==> config.mk <==
export PLATFORM = sky130hd
export DESIGN_NAME = synth_programmable_dividers
export DESIGN_NICKNAME = d
export VERILOG_FILES = /design/src/verilog/synth_div_pkg.sv /design/src/verilog/synth_fixed_div.sv /design/src/verilog/synth_programmable_dividers.sv
export SDC_FILE = /design/constraint.sdc
export NUM_CORES = 1
export LEC_CHECK = 0
export ABC_CLOCK_PERIOD_IN_PS = 16000
export BUFFER_PORTS_ARGS = -buffer_cell sky130_fd_sc_hd__buf_2
export CAP_MARGIN = 20
export CORE_MARGIN = 5
export CORE_UTILIZATION = 40
export CTS_CLUSTER_DIAMETER = 60
export DETAILED_ROUTE_END_ITERATION = 6
export PLACE_DENSITY = 0.56
export SYNTH_ARGS = -nofsm -noshare
export SYNTH_HDL_FRONTEND = slang
export SYNTH_SLANG_ARGS = --single-unit
==> constraint.sdc <==
create_clock -name clk -period 16 [get_ports clk]
set_input_delay 1.6 -clock clk [delete_from_list [all_inputs] [get_ports clk]]
set_output_delay 1.6 -clock clk [all_outputs]
set_load 0.01 [all_outputs]
==> src/verilog/synth_div_pkg.sv <==
// Package: constants for the synthesizer divider chain.
package synth_div_pkg;
  // ==========================================================================
  // Fixed ratios
  // ==========================================================================
  localparam int unsigned STD_TO_REF_DIV = 5;       // 5 MHz to 1 MHz
  localparam int unsigned REF_PRE_DIV = 5;          // 1 MHz to 200 kHz
  localparam int unsigned CMP_DIV = 400;            // 200 kHz to 500 Hz
  localparam int unsigned LF_OUT_DIV = 5;           // l.f. loop output divider
  localparam int unsigned HALF_DIV = 2;             // transfer and h.f. halvers
  // ==========================================================================
  // Programmable divider constants
  // ==========================================================================
  localparam int unsigned KHZ_TERMINAL = 46000;     // first divider terminal count
  localparam int unsigned MHZ_TOP = 99;             // second divider wrap point
  localparam int unsigned MHZ_TERMINAL = 39;        // second divider reset point
  localparam int unsigned MHZ_BASE = 40;            // added to the MHz setting
  localparam logic [3:0] MAX_TENS_DIGIT = 4'h2;     // highest MHz tens digit
  localparam logic [3:0] NINE = 4'h9;
  localparam int unsigned KHZ_W = 16;               // width of the first counter
  localparam int unsigned MHZ_W = 7;                // width of the second counter
  localparam int unsigned CLK_HZ = 50000000;        // system clock rate
endpackage : synth_div_pkg

==> src/verilog/synth_fixed_div.sv <==
// Module: fixed-ratio divider producing a one-cycle tick per input ticks.
`timescale 1ns/1ns
`default_nettype none
module synth_fixed_div #(
  parameter int unsigned RATIO = 5
) (
  input wire logic clk,       // System clock.
  input wire logic rst,       // Synchronous reset, active high.
  input wire logic in_tick,   // Input event, one cycle.
  output logic out_tick       // One-cycle pulse every RATIO input events.
);
  localparam int unsigned CW = (RATIO > 1) ? $clog2(RATIO) : 1;
  localparam logic [CW-1:0] LAST = CW'(RATIO - 1);
  logic [CW-1:0] cnt_q;

  if (RATIO < 2) begin : g_bad_ratio
    $error("synth_fixed_div: RATIO must be at least 2.");
  end

  always_ff @(posedge clk) begin
    if (rst) begin
      cnt_q <= '0;
    end else if (in_tick) begin
      cnt_q <= (cnt_q == LAST) ? '0 : cnt_q + 1'b1;
    end
  end

  assign out_tick = in_tick && (cnt_q == LAST);
endmodule : synth_fixed_div
`default_nettype wire

==> src/verilog/synth_programmable_dividers.sv <==
// Module: divider chain and both programmable dividers of the synthesizer.
`timescale 1ns/1ns
`default_nettype none
module synth_programmable_dividers
  import synth_div_pkg::*;
(
  input wire logic clk,                // System clock, 50 MHz.
  input wire logic rst,                // Synchronous reset, active high.
  input wire logic std_pin,            // 5 MHz standard, asynchronous.
  input wire logic lf_vco_pin,         // Low-frequency loop oscillator.
  input wire logic xfer_vco_pin,       // Transfer loop oscillator.
  input wire logic hf_vco_pin,         // High-frequency loop oscillator.
  input wire logic [3:0] dig_100hz,    // Selector digit, BCD.
  input wire logic [3:0] dig_1khz,     // Selector digit, BCD.
  input wire logic [3:0] dig_10khz,    // Selector digit, BCD.
  input wire logic [3:0] dig_100khz,   // Selector digit, BCD.
  input wire logic [3:0] dig_1mhz,     // MHz units digit, BCD.
  input wire logic [3:0] dig_10mhz,    // MHz tens digit, BCD 0 to 2.
  output logic ref_1mhz,               // 1 MHz reference tick.
  output logic ref_200khz,             // 200 kHz sub-carrier source tick.
  output logic ref_500hz,              // 500 Hz comparison tick.
  output logic khz_digit_divider,      // First divider output pulse.
  output logic lf_div5,                // Divided low loop output tick.
  output logic mhz_digit_divider,      // Transfer loop divider pulse.
  output logic xfer_half,              // Halved transfer loop, level.
  output logic hf_div_out,             // High loop divider pulse.
  output logic hf_fb,                  // Halved high loop feedback, level.
  output logic [15:0] khz_ratio,       // Ratio in force, first divider.
  output logic [6:0] mhz_ratio         // Ratio in force, second divider.
);
  // ==========================================================================
  // Input synchronisers and edge detection
  // ==========================================================================
  // Pins pass two flops; the edge detector compares the second stage with a one-cycle delayed copy of it.
  // The pins must toggle slower than a quarter of clk to be counted reliably.
  logic [3:0] pin_raw;
  logic [3:0] sync1_q;
  logic [3:0] sync2_q;
  logic [3:0] prev_q;
  logic [3:0] rise;
  assign pin_raw = {hf_vco_pin, xfer_vco_pin, lf_vco_pin, std_pin};

  always_ff @(posedge clk) begin
    if (rst) begin
      sync1_q <= '0;
      sync2_q <= '0;
      prev_q <= '0;
    end else begin
      sync1_q <= pin_raw;
      sync2_q <= sync1_q;
      prev_q <= sync2_q;
    end
  end
  assign rise = sync2_q & ~prev_q;

  // ==========================================================================
  // Fixed reference chain
  // ==========================================================================
  logic tick_1m;
  logic tick_200k;
  logic tick_500;

  synth_fixed_div #(.RATIO(STD_TO_REF_DIV)) u_std_div (
    .clk(clk),
    .rst(rst),
    .in_tick(rise[0]),
    .out_tick(tick_1m)
  );
  synth_fixed_div #(.RATIO(REF_PRE_DIV)) u_pre_div (
    .clk(clk),
    .rst(rst),
    .in_tick(tick_1m),
    .out_tick(tick_200k)
  );
  synth_fixed_div #(.RATIO(CMP_DIV)) u_cmp_div (
    .clk(clk),
    .rst(rst),
    .in_tick(tick_200k),
    .out_tick(tick_500)
  );

  // ==========================================================================
  // First programmable divider (sub-MHz digits)
  // ==========================================================================
  function automatic logic [15:0] bcd4_to_bin(input logic [3:0] d3, input logic [3:0] d2,
                                              input logic [3:0] d1, input logic [3:0] d0);
    bcd4_to_bin = 16'(d3) * 16'd1000 + 16'(d2) * 16'd100 + 16'(d1) * 16'd10 + 16'(d0);
  endfunction : bcd4_to_bin

  localparam logic [15:0] KHZ_END = 16'(KHZ_TERMINAL);
  logic [15:0] khz_setting;
  logic [15:0] khz_cnt_q;
  logic [15:0] khz_ratio_q;
  logic khz_pulse_q;
  assign khz_setting = bcd4_to_bin(dig_100khz, dig_10khz, dig_1khz, dig_100hz);

  // Preset to the setting plus one, count up, reload on reaching 46000:
  // the cycle then spans 46000 minus the setting input events.
  always_ff @(posedge clk) begin
    if (rst) begin
      khz_cnt_q <= 16'h0001;
      khz_ratio_q <= KHZ_END;
      khz_pulse_q <= 1'b0;
    end else begin
      khz_pulse_q <= 1'b0;
      if (rise[1]) begin
        if (khz_cnt_q >= KHZ_END) begin
          khz_cnt_q <= khz_setting + 16'h0001;
          khz_ratio_q <= KHZ_END - khz_setting;
          khz_pulse_q <= 1'b1;
        end else begin
          khz_cnt_q <= khz_cnt_q + 16'h0001;
        end
      end
    end
  end

  // ==========================================================================
  // Low loop output divide-by-five
  // ==========================================================================
  logic lf_tick;
  synth_fixed_div #(.RATIO(LF_OUT_DIV)) u_lf_div (
    .clk(clk),
    .rst(rst),
    .in_tick(rise[1]),
    .out_tick(lf_tick)
  );

  // ==========================================================================
  // Second programmable dividers (MHz digits)
  // ==========================================================================
  // Tens digit is clamped so a faulty selector cannot push the start below 70.
  function automatic logic [6:0] mhz_start(input logic [3:0] tens, input logic [3:0] units);
    logic [3:0] t;
    logic [3:0] t9;
    logic [3:0] u9;
    t = (tens > MAX_TENS_DIGIT) ? MAX_TENS_DIGIT : tens;
    t9 = NINE - t;
    u9 = NINE - ((units > NINE) ? NINE : units);
    mhz_start = 7'(t9) * 7'd10 + 7'(u9);
  endfunction : mhz_start

  localparam logic [6:0] MHZ_END = 7'(MHZ_TERMINAL);
  localparam logic [6:0] MHZ_WRAP = 7'(MHZ_TOP);
  logic [6:0] mhz_load;
  logic [6:0] mhz_preset;
  logic [6:0] ratio_now;
  assign mhz_load = mhz_start(dig_10mhz, dig_1mhz);
  // The reload event itself occupies the start state, so the counter is preset one past it.
  // Otherwise the cycle would span one event too many, as in the first divider.
  assign mhz_preset = (mhz_load >= MHZ_WRAP) ? 7'd0 : mhz_load + 7'd1;
  // Events from load to 99, wrap, on to 39: 40 + setting.
  assign ratio_now = (MHZ_WRAP - mhz_load) + MHZ_END + 7'd1;

  // Index 0 is the transfer loop divider, index 1 the high loop divider.
  logic [1:0] md_in;
  logic [6:0] md_cnt_q [2];
  logic [1:0] md_pulse_q;
  logic [6:0] mhz_ratio_q;
  assign md_in = {rise[3], lf_tick};

  for (genvar i = 0; i < 2; i++) begin : g_mhz
    always_ff @(posedge clk) begin
      if (rst) begin
        // Preset for a setting of 00: one past 99, which wraps to zero.
        md_cnt_q[i] <= 7'd0;
        md_pulse_q[i] <= 1'b0;
      end else begin
        md_pulse_q[i] <= 1'b0;
        if (md_in[i]) begin
          if (md_cnt_q[i] == MHZ_END) begin
            md_cnt_q[i] <= mhz_preset;
            md_pulse_q[i] <= 1'b1;
          end else if (md_cnt_q[i] >= MHZ_WRAP) begin
            md_cnt_q[i] <= 7'd0;
          end else begin
            md_cnt_q[i] <= md_cnt_q[i] + 7'd1;
          end
        end
      end
    end
  end

  always_ff @(posedge clk) begin
    if (rst) begin
      mhz_ratio_q <= 7'(MHZ_BASE);
    end else if (md_in[0] && md_cnt_q[0] == MHZ_END) begin
      mhz_ratio_q <= ratio_now;
    end
  end

  // ==========================================================================
  // Divide-by-two stages and registered outputs
  // ==========================================================================
  logic xfer_half_q;
  logic hf_fb_q;
  always_ff @(posedge clk) begin
    if (rst) begin
      xfer_half_q <= 1'b0;
      hf_fb_q <= 1'b0;
    end else begin
      if (rise[2]) xfer_half_q <= ~xfer_half_q;
      if (md_pulse_q[1]) hf_fb_q <= ~hf_fb_q;
    end
  end

  logic [2:0] ref_q;
  logic lf_q;
  always_ff @(posedge clk) begin
    if (rst) begin
      ref_q <= '0;
      lf_q <= 1'b0;
    end else begin
      ref_q <= {tick_500, tick_200k, tick_1m};
      lf_q <= lf_tick;
    end
  end

  assign ref_1mhz = ref_q[0];
  assign ref_200khz = ref_q[1];
  assign ref_500hz = ref_q[2];
  assign lf_div5 = lf_q;
  assign khz_digit_divider = khz_pulse_q;
  assign mhz_digit_divider = md_pulse_q[0];
  assign hf_div_out = md_pulse_q[1];
  assign xfer_half = xfer_half_q;
  assign hf_fb = hf_fb_q;
  assign khz_ratio = khz_ratio_q;
  assign mhz_ratio = mhz_ratio_q;
endmodule : synth_programmable_dividers
`default_nettype wire

==> metrics.md, run 1 <==
| Metric | Value |
|---|---|
| Hold wc startpoint | sync1_q[2]$_SDFF_PP0_ |
| CP max FO | 10 |
| Worst Max-Slew Pin Slew | 1.086 ns |
| Unrepaired setup endpoints after global routing | no |
| Final ANT Viol Nets | 0 |
| Synth top area share | approximately a quarter |
| Clk_skew | roughly 0.009 ns |
| FF-to-FF Start | khz_cnt_q[10]$_SDFFE_PP0P_ |
| GPL Wtd Cong | around 0.82 |
| Layout cells sized above 1 | 11.49% |
| Number of library cell types mapped by synthesis | between 70 and 80 |
| YS warnings | 0 |
| Clk pwr share | 20.8% |
| # resized after CTS | 0 |
| Number of setup violations in the final report | 0 |
| Final Cycle Share | between 30% and 40% |
| Cell accounting for the most synthesized area | dfxtp_1 |
| Post-synth top flop | dfxtp_1 |
| Clk root buf | clkbuf_16 |
| Reg power frac | 23.7% |
| Critical Path End Type | flip-flop |
| Routed len/inst | 14.29 microns |
| Setup Buffers After CTS | 0 |
| Row count | 47 |
| Vias in the first global route | 5546 |
| IO Port Bufs | 61 |
| CP startpoint kind | input pin |
| Die Span X | 138.6 microns |
| WP data arrival | 6.61 ns |
| Int Power | about 580 uW |
| Pwr Total | between 1 and 1.5 mW |
| Core area | 16410 sq um |
| Pre-CTS setup slack | 9.260 ns |
| Hold depth | 1 |
| Setup TNS | 0 ns |
| Leakage | 3.154 nW |
| Nets | 935 |
| Via-per-instance ratio | 5.248 |
| Number of synthesized flops with an enable pin | 14 |
| Global-route wire length before repair | 26.09 mm |
| DR vias | 5447 |
| Largest cells by area after synthesis | dfxtp_1, ha_1, edfxtp_1, fa_1, xnor2_1 |
| Clock transition at path regs | 0.06 ns |
| P_sw | 435.0 uW |
| Reg2Reg Depth | 10 |
| Clock buffer depth | 2 |
| Critical path required time | about 16 ns |
| Relative slew slack | 27.34% |
| # Max-Cap Violations | 0 |
| Initial antenna violation count | 0 |
| CTS H-Tree Depth | 3 |
| Sw Share | 42.76% |
| # hold bufs at CTS | 0 |
| Seq/Total Area, Yosys | 29.97% |
| P&R area growth vs syn | 12.16% |
| Pin count of the biggest net entering global routing | 58 |
| Pwr Density | 137.2 nW/um^2 |
| Register bit total from synthesis | 92 |
| DP HPWL | roughly 11 mm |
| Syn_area_per_cell | approximately 8.7 sq um |
| Reg2reg setup slack | 13.11 ns |
| Overflow after GRT | 0 |
| RR Endpoint | khz_cnt_q[10]$_SDFFE_PP0P_ |
| Commonest cells after routing, fill and taps aside | nand2_1, dfxtp_1, nor2_1, ha_1, buf_2 |
| GR Util All Layers | about 16% |
| Cell Area, Synth | around 6600 sq um |
| Ant diodes | 0 |
| Setup ws final | 9.618 ns |
| Die Ht | 138.6 microns |
| Async S/R FF share, synth | 0% |
| Worst hold path type | reg -> reg |
| Crit path kind | in -> reg |
| Hold Path End | sync2_q[2]$_SDFF_PP0_ |
| Initial core utilization | 40.31% |
| Iter 0 DRT Violations | 190 |
| Status | complete, no violations |
| Syn Inst Count | 762 |
| WL final | 14.84 mm |
| Post-synth net total | 884 |
| Die area | 19210 sq um |
| Clock Latency Late Sink | 0.35 ns |
| Residual DRC | 0 |
| IO Pins | 62 |
| Final Max Tran Viols | 0 |
| CTS Sinks | 92 |
| Hold WS | around 0.44 ns |
| Comb pwr share | a little under three fifths |
| Final Hold Fails | 0 |
| CTS tree | built |
| Final min period | 6.382 ns |
| CTS buffer count | 9 |
| Router iterations before antenna repair | 4 |
| FMAX | between 150 and 200 MHz |
| Maximum vdd drop | around 0.000093 V |
## flip-flops by register name, summed over array words and instances (netlist names), 3 cells and up
signal	cells
sync2_q	4
mhz_ratio	7
sync1_q	4
md_cnt_q	14
u_std_div.cnt_q	3
khz_cnt_q	16
u_pre_div.cnt_q	3
prev_q	4
ref_q	3
u_lf_div.cnt_q	3
u_cmp_div.cnt_q	9
khz_ratio	16
## metrics by stage
stage,area [sq um],util [%],std cells
3_3_place_gp,7126,43.43,1022
5_1_grt,7418,45.21,1038
6_report,7418,45.21,1038
2_1_floorplan,6614,-,762
4_1_cts,7418,45.21,1038
3_5_place_dp,7126,43.43,1022
## area by class of cell
type	instances	area [sq um]
clock buffer	10	229.0
clock inverter	6	63.81
fill	1642	8989
inverter	56	210.2
multi-input combinational	590	4330
sequential	92	1982
tap	220	275.3
timing repair buffer	64	327.8
## routing by layer
metal | up-vias | part of all wire (%) | GRT usage [%]
met5 | - | 0 | 0
met4 | 0 | 1.0 | 3.276
met3 | 15 | 3.4 | 3.414
met2 | 84 | 49 | 28.24
met1 | 2583 | 46 | 20.34
li1 | 2765 | - | -
## cells by family (layout without fill, tap and decap cells)
group | count (synthesis) | count (layout) | share of synthesized area [%]
muxes | 3 | 3 | 0.4540
xor gates and xnor gates | 70 | 70 | 9.894
adders and majority gates | 92 | 92 | 19.56
DFF | 92 | 92 | 29.97
buffers and inverters | 80 | 136 | 4.559
AOI/OAI and AO/OA | 165 | 165 | 17.03
and+or+nand+nor | 259 | 259 | 18.48
other | 1 | 1 | 0.05670
## synth_stat cells (2+ instances only)
master	count
o211ai_1	11
o21a_1	3
a21oi_1	54
nand3_1	23
nand4_1	6
a31oi_1	9
nor4_1	7
mux2i_1	3
xor2_1	24
a21o_1	7
a211o_1	4
or3_1	4
clkbuf_1	20
o21ai_1	3
o22ai_1	15
o21bai_1	2
a22oi_1	2
o221ai_2	2
nor2_1	73
xnor2_2	3
nor3b_1	2
or4_1	2
and3_1	9
nand2b_1	9
fa_1	19
and2_1	5
nor2b_1	19
ha_1	73
edfxtp_1	14
buf_1	3
nand2_1	78
nor3_1	14
a211oi_1	8
a32o_1	2
inv_1	55
xnor2_1	42
dfxtp_1	78
o21ai_0	19
a221o_1	2
## worst max-delay path, stage by stage
cell,delay [ns]
buf_2,0.13
fa_1,0.61
inv_1,0.10
fa_1,0.50
inv_1,0.04
ha_1,0.34
nor2b_1,0.15
o21ai_0,0.17
nand2b_1,0.12
xnor2_1,0.14
ha_1,0.30
ha_1,0.30
ha_1,0.35
and3_1,0.22
a221oi_2,0.25
o21bai_1,0.17
xor2_4,0.32
o21ai_2,0.12
or3_1,0.34
a221o_1,0.32
## power groups by stage
stage                     Sequential (mW)  Combinational (mW)  Clock, mW
after global routing                0.242               0.628      0.231
after detailed placement            0.246               0.564          0
final                               0.241               0.565      0.211
after global placement              0.246               0.561          0
after CTS                           0.241               0.571      0.219
after floorplan                     0.246               0.449          0
## worst max-delay path by stage
stage	slack [ns]	from	depth (start not counted)	endpoint
floorplan	9.78	dig_100khz[1]	19	khz_ratio[15]$_SDFFE_PP1P_
global placement	9.45	dig_100khz[1]	20	khz_ratio[15]$_SDFFE_PP1P_
detailed placement	9.26	dig_100khz[1]	20	khz_ratio[15]$_SDFFE_PP1P_
CTS	9.61	dig_100khz[1]	20	khz_ratio[15]$_SDFFE_PP1P_
global route	9.39	dig_100khz[1]	20	khz_ratio[15]$_SDFFE_PP1P_
finish	9.62	dig_100khz[1]	20	khz_ratio[15]$_SDFFE_PP1P_
No activity file was read; power rests on OpenSTA's default activity.
==> run 2: changes to the inputs <==
--- a/config.mk
+++ b/config.mk
@@ -5,14 +5,14 @@
 export SDC_FILE = /design/constraint.sdc
 export NUM_CORES = 1
 export LEC_CHECK = 0
-export ABC_CLOCK_PERIOD_IN_PS = 16000
+export ABC_CLOCK_PERIOD_IN_PS = 5500
 export BUFFER_PORTS_ARGS = -buffer_cell sky130_fd_sc_hd__buf_2
 export CAP_MARGIN = 20
 export CORE_MARGIN = 5
 export CORE_UTILIZATION = 40
 export CTS_CLUSTER_DIAMETER = 60
 export DETAILED_ROUTE_END_ITERATION = 6
-export PLACE_DENSITY = 0.56
+export PLACE_DENSITY = 0.58
 export SYNTH_ARGS = -nofsm -noshare
 export SYNTH_HDL_FRONTEND = slang
 export SYNTH_SLANG_ARGS = --single-unit
==> constraint.sdc (replaced) <==
create_clock -name clk -period 5.5 [get_ports clk]
set_input_delay 0.55 -clock clk [delete_from_list [all_inputs] [get_ports clk]]
set_output_delay 0.55 -clock clk [all_outputs]
set_load 0.01 [all_outputs]
==> run 2 against run 1 <==
  * Non-clock buffer count up 4
  * Hold slack worse by 0.022 ns
  * Cell count up 0.39%
  * Combinational power rose to 3.0 times the previous value
  * Cell area up 0.42%
  * Worst setup slack worse by 9.2 ns
  * Die area unchanged
  * Via count down 1.2%
==> metrics.md, run 2 (synthesis results as in run 1) <==
| Metric | Value |
|---|---|
| Status | complete, no violations |
| Unrepaired setup endpoints after global routing | no |
| # Max-Cap Violations | 0 (unchanged) |
| Ant diodes | 0 (unchanged) |
| Via-per-instance ratio | 5.166 (-1.6%) |
| Reg2Reg Depth | 9 (-1) |
| Worst Max-Slew Pin Slew | 1.061 ns (-0.02491 ns) |
| Hold depth | 2 (+1) |
| Final Max Tran Viols | 0 (unchanged) |
| GR Util All Layers | 15.31% (-0.73 points) |
| GPL Wtd Cong | 0.8259 (+0.79%) |
| Clock buffer depth | 2 (unchanged) |
| Pwr Density | 406.1 nW/um^2 (+200%) |
| Fillers | 1614 (-1.7%) |
| Global-route wire length before repair | 24.85 mm (-4.7%) |
| Layout cells sized above 1 | 11.92% (+0.43 points) |
| DP HPWL | 10.85 mm (-4.4%) |
| Row count | 47 (unchanged) |
| Area of the multi-input gates | 4332 sq um (about the same) |
| Final ANT Viol Nets | 0 (unchanged) |
| CTS tree | built |
| FMAX | 195.4 MHz |
| Relative slew slack | 29.01% (+1.7 points) |
| Register area | 1982 sq um (unchanged) |
| Cells along the critical path | buf_2, ha_1, fa_1, inv_1, fa_1, inv_1, fa_1, ha_1, ha_1, a21o_1, a221oi_1, xor2_1, nor4_1, o221ai_2, a21oi_1, nor4bb_1, a211o_1 |
| FF-to-FF Start | khz_cnt_q[10]$_SDFFE_PP0P_ |
| CP max stage cell | xor2_1 |
| Final min period | a little over 5 ns |
| CTS Sinks | 92 (unchanged) |
| Hold wc startpoint | xfer_vco_pin |
| WP data arrival | 5.35 ns (-1.26 ns) |
| Number of setup violations in the final report | 0 (unchanged) |
| Initial core utilization | 40.31% (unchanged) |
| WP depth | 17 (-15%) |
| Vias in the first global route | 5149 (-7.2%) |
| Reg2reg setup slack | 2.43 ns (-10.68 ns) |
| Iter 0 DRT Violations | 266 (+40%) |
| WL final | 14.49 mm (-2.4%) |
| Leakage | 3.173 nW (+0.60%) |
| CP bufs+invs | 3 (unchanged) |
| Critical Path End Type | flip-flop |
| Die area | 19210 sq um (unchanged) |
| Final Cycle Share | between 90 and 100% |
| Hold WS | 0.4171 ns (-0.02184 ns) |
| P&R area growth vs syn | 12.64% |
| Clk_skew | 0.007531 ns (-0.001504 ns) |
| Initial antenna violation count | 0 (unchanged) |
| IO Port Bufs | 61 (unchanged) |
| Nets | 939 (+0.43%) |
| Clk root buf | clkbuf_16 |
| Crit path kind | in -> reg |
| Pin count of the biggest net entering global routing | 58 (unchanged) |
| Maximum vdd drop | 0.0003274 V (+250%) |
| Clock transition at path regs | 0.06 ns (about the same) |
| Commonest cells after routing, fill and taps aside | nand2_1, dfxtp_1, nor2_1, ha_1, buf_2 |
| Die Span X | 138.6 microns (unchanged) |
| Critical Path Source | dig_100khz[2] |
| Core area | 16410 sq um (unchanged) |
| RR Endpoint | khz_cnt_q[14]$_SDFFE_PP0P_ |
| CP peak stage delay | 0.55 ns (-0.06 ns) |
| Die Ht | 138.6 microns (unchanged) |
| Residual DRC | 0 (unchanged) |
| CP startpoint kind | input pin |
| Hold Path End | sync1_q[2]$_SDFF_PP0_ |
| Clock Latency Late Sink | 0.34 ns (about the same) |
| Critical path required time | 5.73 ns (-10.50 ns) |
| Overflow after GRT | 0 (unchanged) |
| Router iterations before antenna repair | 4 (unchanged) |
| CTS H-Tree Depth | 3 (unchanged) |
| DR vias | 5383 (-1.2%) |
| Final Hold Fails | 0 (unchanged) |
| Setup TNS | 0 ns (unchanged) |
| Worst hold path type | in -> reg |
| IO Pins | 62 (unchanged) |
| Critical path's top delay family | adder cells |
| Routed len/inst | 13.90 microns (-2.7%) |
| CP max FO | 7 (-3) |
| CTS buffer count | 9 (unchanged) |
[run 2: worst register-to-register path, delay by kind of cell, from the launching register on]
kind	cells	cell delay [ns]
DFF	1	0.38
AOI/OAI and AO/OA	6	1.67
and+or+nand+nor	2	0.52
adders and majority gates	1	0.40
[run 2: per-stage QoR]
step	cell area (sq um)	worst slack, ns	total power [mW]	instances	util (%)
6_report	7450	0.3812	3.026	1042	45.41
2_1_floorplan	6614	0.3344	2.022	762	-
5_1_grt	7450	0.01679	3.269	1042	45.41
4_1_cts	7448	0.3526	3.059	1042	45.40
3_5_place_dp	7156	0.003400	2.411	1026	43.61
3_3_place_gp	7156	0.09678	2.430	1026	43.61
[run 2: power breakdown]
part           switching [mW]  internal (mW)  total, mW
sequential            0.00873          0.693      0.702
clock                   0.265          0.355      0.620
combinational            1.01          0.697       1.70
total                    1.28           1.75       3.03
[run 2: metal layers]
layer | track usage [%] | wire (microns) | vias to the layer above
li1 | - | - | 2772
met5 | 0 | 0 | -
met2 | 25.62 | 6826 | 93
met1 | 20.52 | 6975 | 2509
met3 | 2.966 | 563 | 9
met4 | 3.588 | 121 | 0
[run 2: how the worst max path moves through the flow]
stage / end / slack (ns)
floorplan: khz_ratio[15]$_SDFFE_PP1P_ / 0.33
global route: khz_cnt_q[10]$_SDFFE_PP0P_ / 0.02
detailed placement: khz_cnt_q[14]$_SDFFE_PP0P_ / 0.003
CTS: khz_cnt_q[14]$_SDFFE_PP0P_ / 0.35
global placement: khz_cnt_q[14]$_SDFFE_PP0P_ / 0.1
finish: khz_cnt_q[14]$_SDFFE_PP0P_ / 0.38
[run 2: repair_timing]
item,CTS,global route
buffers inserted,0,0
gates resized for setup,0,1
setup endpoints to repair,0,1
hold buffers,0,0
[run 2: final cells by class]
class | count | area share [%]
multi-input cells | 590 | 58.15
flip-flops and latches | 92 | 26.60
repair buffers | 68 | 4.803
well taps | 220 | 3.695
clock buffers | 11 | 3.124
inverters | 56 | 2.822
clock inverters | 5 | 0.8062
==> run 3: changes to the inputs <==
--- a/config.mk
+++ b/config.mk
@@ -5,10 +5,12 @@
 export SDC_FILE = /design/constraint.sdc
 export NUM_CORES = 1
 export LEC_CHECK = 0
+export ABC_AREA = 1
 export ABC_CLOCK_PERIOD_IN_PS = 5500
 export BUFFER_PORTS_ARGS = -buffer_cell sky130_fd_sc_hd__buf_2
 export CAP_MARGIN = 20
-export CORE_MARGIN = 5
+export CORE_ASPECT_RATIO = 0.7
+export CORE_MARGIN = 2
 export CORE_UTILIZATION = 40
 export CTS_CLUSTER_DIAMETER = 60
 export DETAILED_ROUTE_END_ITERATION = 6
==> run 3 against run 2 <==
  * Power fell by 12%
  * Routed wire length is 6.4% higher
  * Fmax is 7.8% higher
  * Cell count rose by 18%
  * Hold slack got worse by 0.020 ns
  * Global-route usage grew 2.5 points
  * Utilization increased by 0.12 points
  * Critical path type unchanged
==> metrics.md, run 3 <==
| Metric | Value |
|---|---|
| Die area | 18360 sq um (-4.4%) |
| IO Port Bufs | 61 (unchanged) |
| Cell Area, Synth | 6910 sq um (+4.5%) |
| Post-synth net total | 1055 (+19%) |
| Synth top area share | 22.60% (-1.0 points) |
| P&R area growth vs syn | 12.09% |
| Ant diodes | 0 (unchanged) |
| # hold bufs at CTS | 0 (unchanged) |
| DP HPWL | 12.19 mm (+12%) |
| Syn_area_per_cell | 7.407 sq um (-15%) |
| CTS H-Tree Depth | 3 (unchanged) |
| Syn Inst Count | 933 (+22%) |
| YS warnings | 0 (unchanged) |
| WL final | 15.41 mm (+6.4%) |
| Initial core utilization | 40.61% (+0.30 points) |
| CP startpoint kind | input pin |
| Seq/Total Area, Yosys | 28.68% (-1.3 points) |
| CP bufs+invs | 6 (+3) |
| Post-synth top flop | dfxtp_1 |
| Largest cells by area after synthesis | dfxtp_1, ha_1, nand2_1, inv_1, edfxtp_1 |
| Row count | 40 (-15%) |
| # Max-Cap Violations | 0 (unchanged) |
| Critical path required time | 5.74 ns (about the same) |
| Router iterations before antenna repair | 5 (+1) |
| Worst hold path type | reg -> reg |
| Hold depth | 2 (unchanged) |
| Setup Buffers After CTS | 0 (unchanged) |
| Worst Max-Slew Pin Slew | 0.6732 ns (-0.3878 ns) |
| CTS buffer count | 9 (unchanged) |
| DR vias | 5839 (+8.5%) |
| Clock buffer depth | 2 (unchanged) |
| Clk_skew | 0.007275 ns (-0.0002563 ns) |
| GPL Wtd Cong | 0.8834 (+7.0%) |
| Die Ht | 114.0 microns (-18%) |
| Global-route wire length before repair | 26.52 mm (+6.7%) |
| Commonest cells after routing, fill and taps aside | nand2_1, inv_1, nor2_1, dfxtp_1, ha_1 |
| Setup ws final | 0.7500 ns (+0.3688 ns) |
| Critical Path End Type | flip-flop |
| Top cells by count, synth | nand2_1, inv_1, nor2_1 |
| Die Span X | 161.1 microns (+16%) |
| Status | complete, no violations |
| Most frequent cell after synthesis | nand2_1 |
| Crit path kind | in -> reg |
| Final min period | 4.750 ns (-0.3688 ns) |
| Clk root buf | clkbuf_16 |
| Initial antenna violation count | 0 (unchanged) |
| Relative slew slack | 54.95% (+26 points) |
| FMAX | 210.5 MHz (+7.8%) |
| CP max stage cell | fa_1 |
| Setup TNS | 0 ns (unchanged) |
| Routed len/inst | 12.55 microns (-9.7%) |
| Cell accounting for the most synthesized area | dfxtp_1 |
| Pwr Density | 342.7 nW/um^2 (-16%) |
| CP peak stage delay | 0.57 ns (+0.02 ns) |
| Core area | 17020 sq um (+3.7%) |
| Maximum vdd drop | 0.0001440 V (-56%) |
| WP data arrival | 4.99 ns (-0.36 ns) |
| Register bit total from synthesis | 92 (unchanged) |
| Leakage | 3.731 nW (+18%) |
| # resized after CTS | 0 (unchanged) |
| Most common cell after layout, fill and taps aside | nand2_1 |
| Via-per-instance ratio | 4.755 (-8.0%) |
| Pre-CTS setup slack | 0.4185 ns (+0.4151 ns) |
| Nets | 1114 (+19%) |
| CP max FO | 6 (-1) |
| Number of setup violations in the final report | 0 (unchanged) |
| WP depth | 27 (+10) |
| Overflow after GRT | 0 (unchanged) |
| GR Util All Layers | 17.76% (+2.5 points) |
| Layout cells sized above 1 | 13.64% (+1.7 points) |
| CTS tree | built |
| Final ANT Viol Nets | 0 (unchanged) |
| Reg2Reg Depth | 11 (+2) |
| Most common cell on crit path | nand2_1 |
| Number of synthesized flops with an enable pin | 14 (unchanged) |
| Unrepaired setup endpoints after global routing | no |
| Clock transition at path regs | 0.07 ns (about the same) |
| CTS Sinks | 92 (unchanged) |
| Final Max Tran Viols | 0 (unchanged) |
| Final Cycle Share | 86.36% (-6.7 points) |
| Clock Latency Late Sink | 0.34 ns (about the same) |
| IO Pins | 62 (unchanged) |
| Number of library cell types mapped by synthesis | 47 (-36%) |
| Residual DRC | 0 (unchanged) |
| Vias in the first global route | 5322 (+3.4%) |
| Final Hold Fails | 0 (unchanged) |
| Iter 0 DRT Violations | 432 (+62%) |
| Pin count of the biggest net entering global routing | 28 (-52%) |
| Critical path's top delay family | adder cells |
| Async S/R FF share, synth | 0% (unchanged) |
-- run 3: final timing paths --
| path | slack [ns] | start | end |
|---|---|---|---|
| hold / removal | 0.40 | sync1_q[3]$_SDFF_PP0_ | sync2_q[3]$_SDFF_PP0_ |
| setup / recovery | 0.75 | dig_100khz[2] | khz_cnt_q[14]$_SDFFE_PP0P_ |
| setup reg to reg | 2.89 | khz_cnt_q[4]$_SDFFE_PP0P_ | khz_ratio[10]$_SDFFE_PP0P_ |
| hold reg to reg | 0.40 | sync1_q[3]$_SDFF_PP0_ | sync2_q[3]$_SDFF_PP0_ |
-- run 3: routing by layer --
layer	GRT usage, %	part of all wire (%)	vias to the layer above
met5	0	0	-
met4	3.274	0.58	0
met3	3.491	4.9	9
met2	24.09	37	100
met1	28.59	57	2607
li1	-	-	3123
-- run 3: where the power goes --
part / leakage [nW] / total [mW] / switching, mW / internal (mW)
combinational: 2.80 / 1.31 / 0.848 / 0.458
sequential: 0.779 / 0.707 / 0.00998 / 0.697
clock: 0.153 / 0.641 / 0.272 / 0.369
-- run 3: cells by family (layout without fill, tap and decap cells) --
group	after synthesis	in the layout	synth area share, %
and+or+nand+nor	413	413	27.61
buffers and inverters	170	234	9.795
AOI/OAI and AO/OA	124	124	9.940
adders and majority gates	92	92	18.72
DFF	92	92	28.68
xor gates and xnor gates	41	41	5.196
other	1	1	0.05427
-- run 3: cell type report --
type                            count  area, sq um
Clock buffer                       10        239.0
Clock inverter                      6        70.07
Fill cell                        1743         9270
Inverter                          153        579.3
Multi-Input combinational cell    671         4252
Sequential cell                    92         1982
Tap cell                          231        289.0
Timing Repair Buffer               65        335.3
-- run 3: worst register-to-register path, stage by stage (launching register included) --
cell and delay (ns):
dfxtp_1 0.36, nand2_1 0.07, a21oi_1 0.27, nand3_4 0.23
nand2_8 0.25, inv_1 0.19, nor2_1 0.12, buf_4 0.24
inv_1 0.27, nor2_1 0.31, nand2_1 0.09, o21ai_1 0.12
-- run 3: metrics by stage --
| step | total power [mW] | util (%) | hold slack, ns | area, sq um | std cells |
|---|---|---|---|---|---|
| floorplan | 1.736 | - | 0.3883 | 6910 | 933 |
| global placement | 2.020 | 43.71 | 0.3898 | 7437 | 1212 |
| detailed placement | 2.013 | 43.71 | 0.3962 | 7437 | 1212 |
| CTS | 2.669 | 45.52 | 0.4017 | 7746 | 1228 |
| global route | 2.913 | 45.52 | 0.4147 | 7746 | 1228 |
| finish | 2.655 | 45.52 | 0.3974 | 7746 | 1228 |
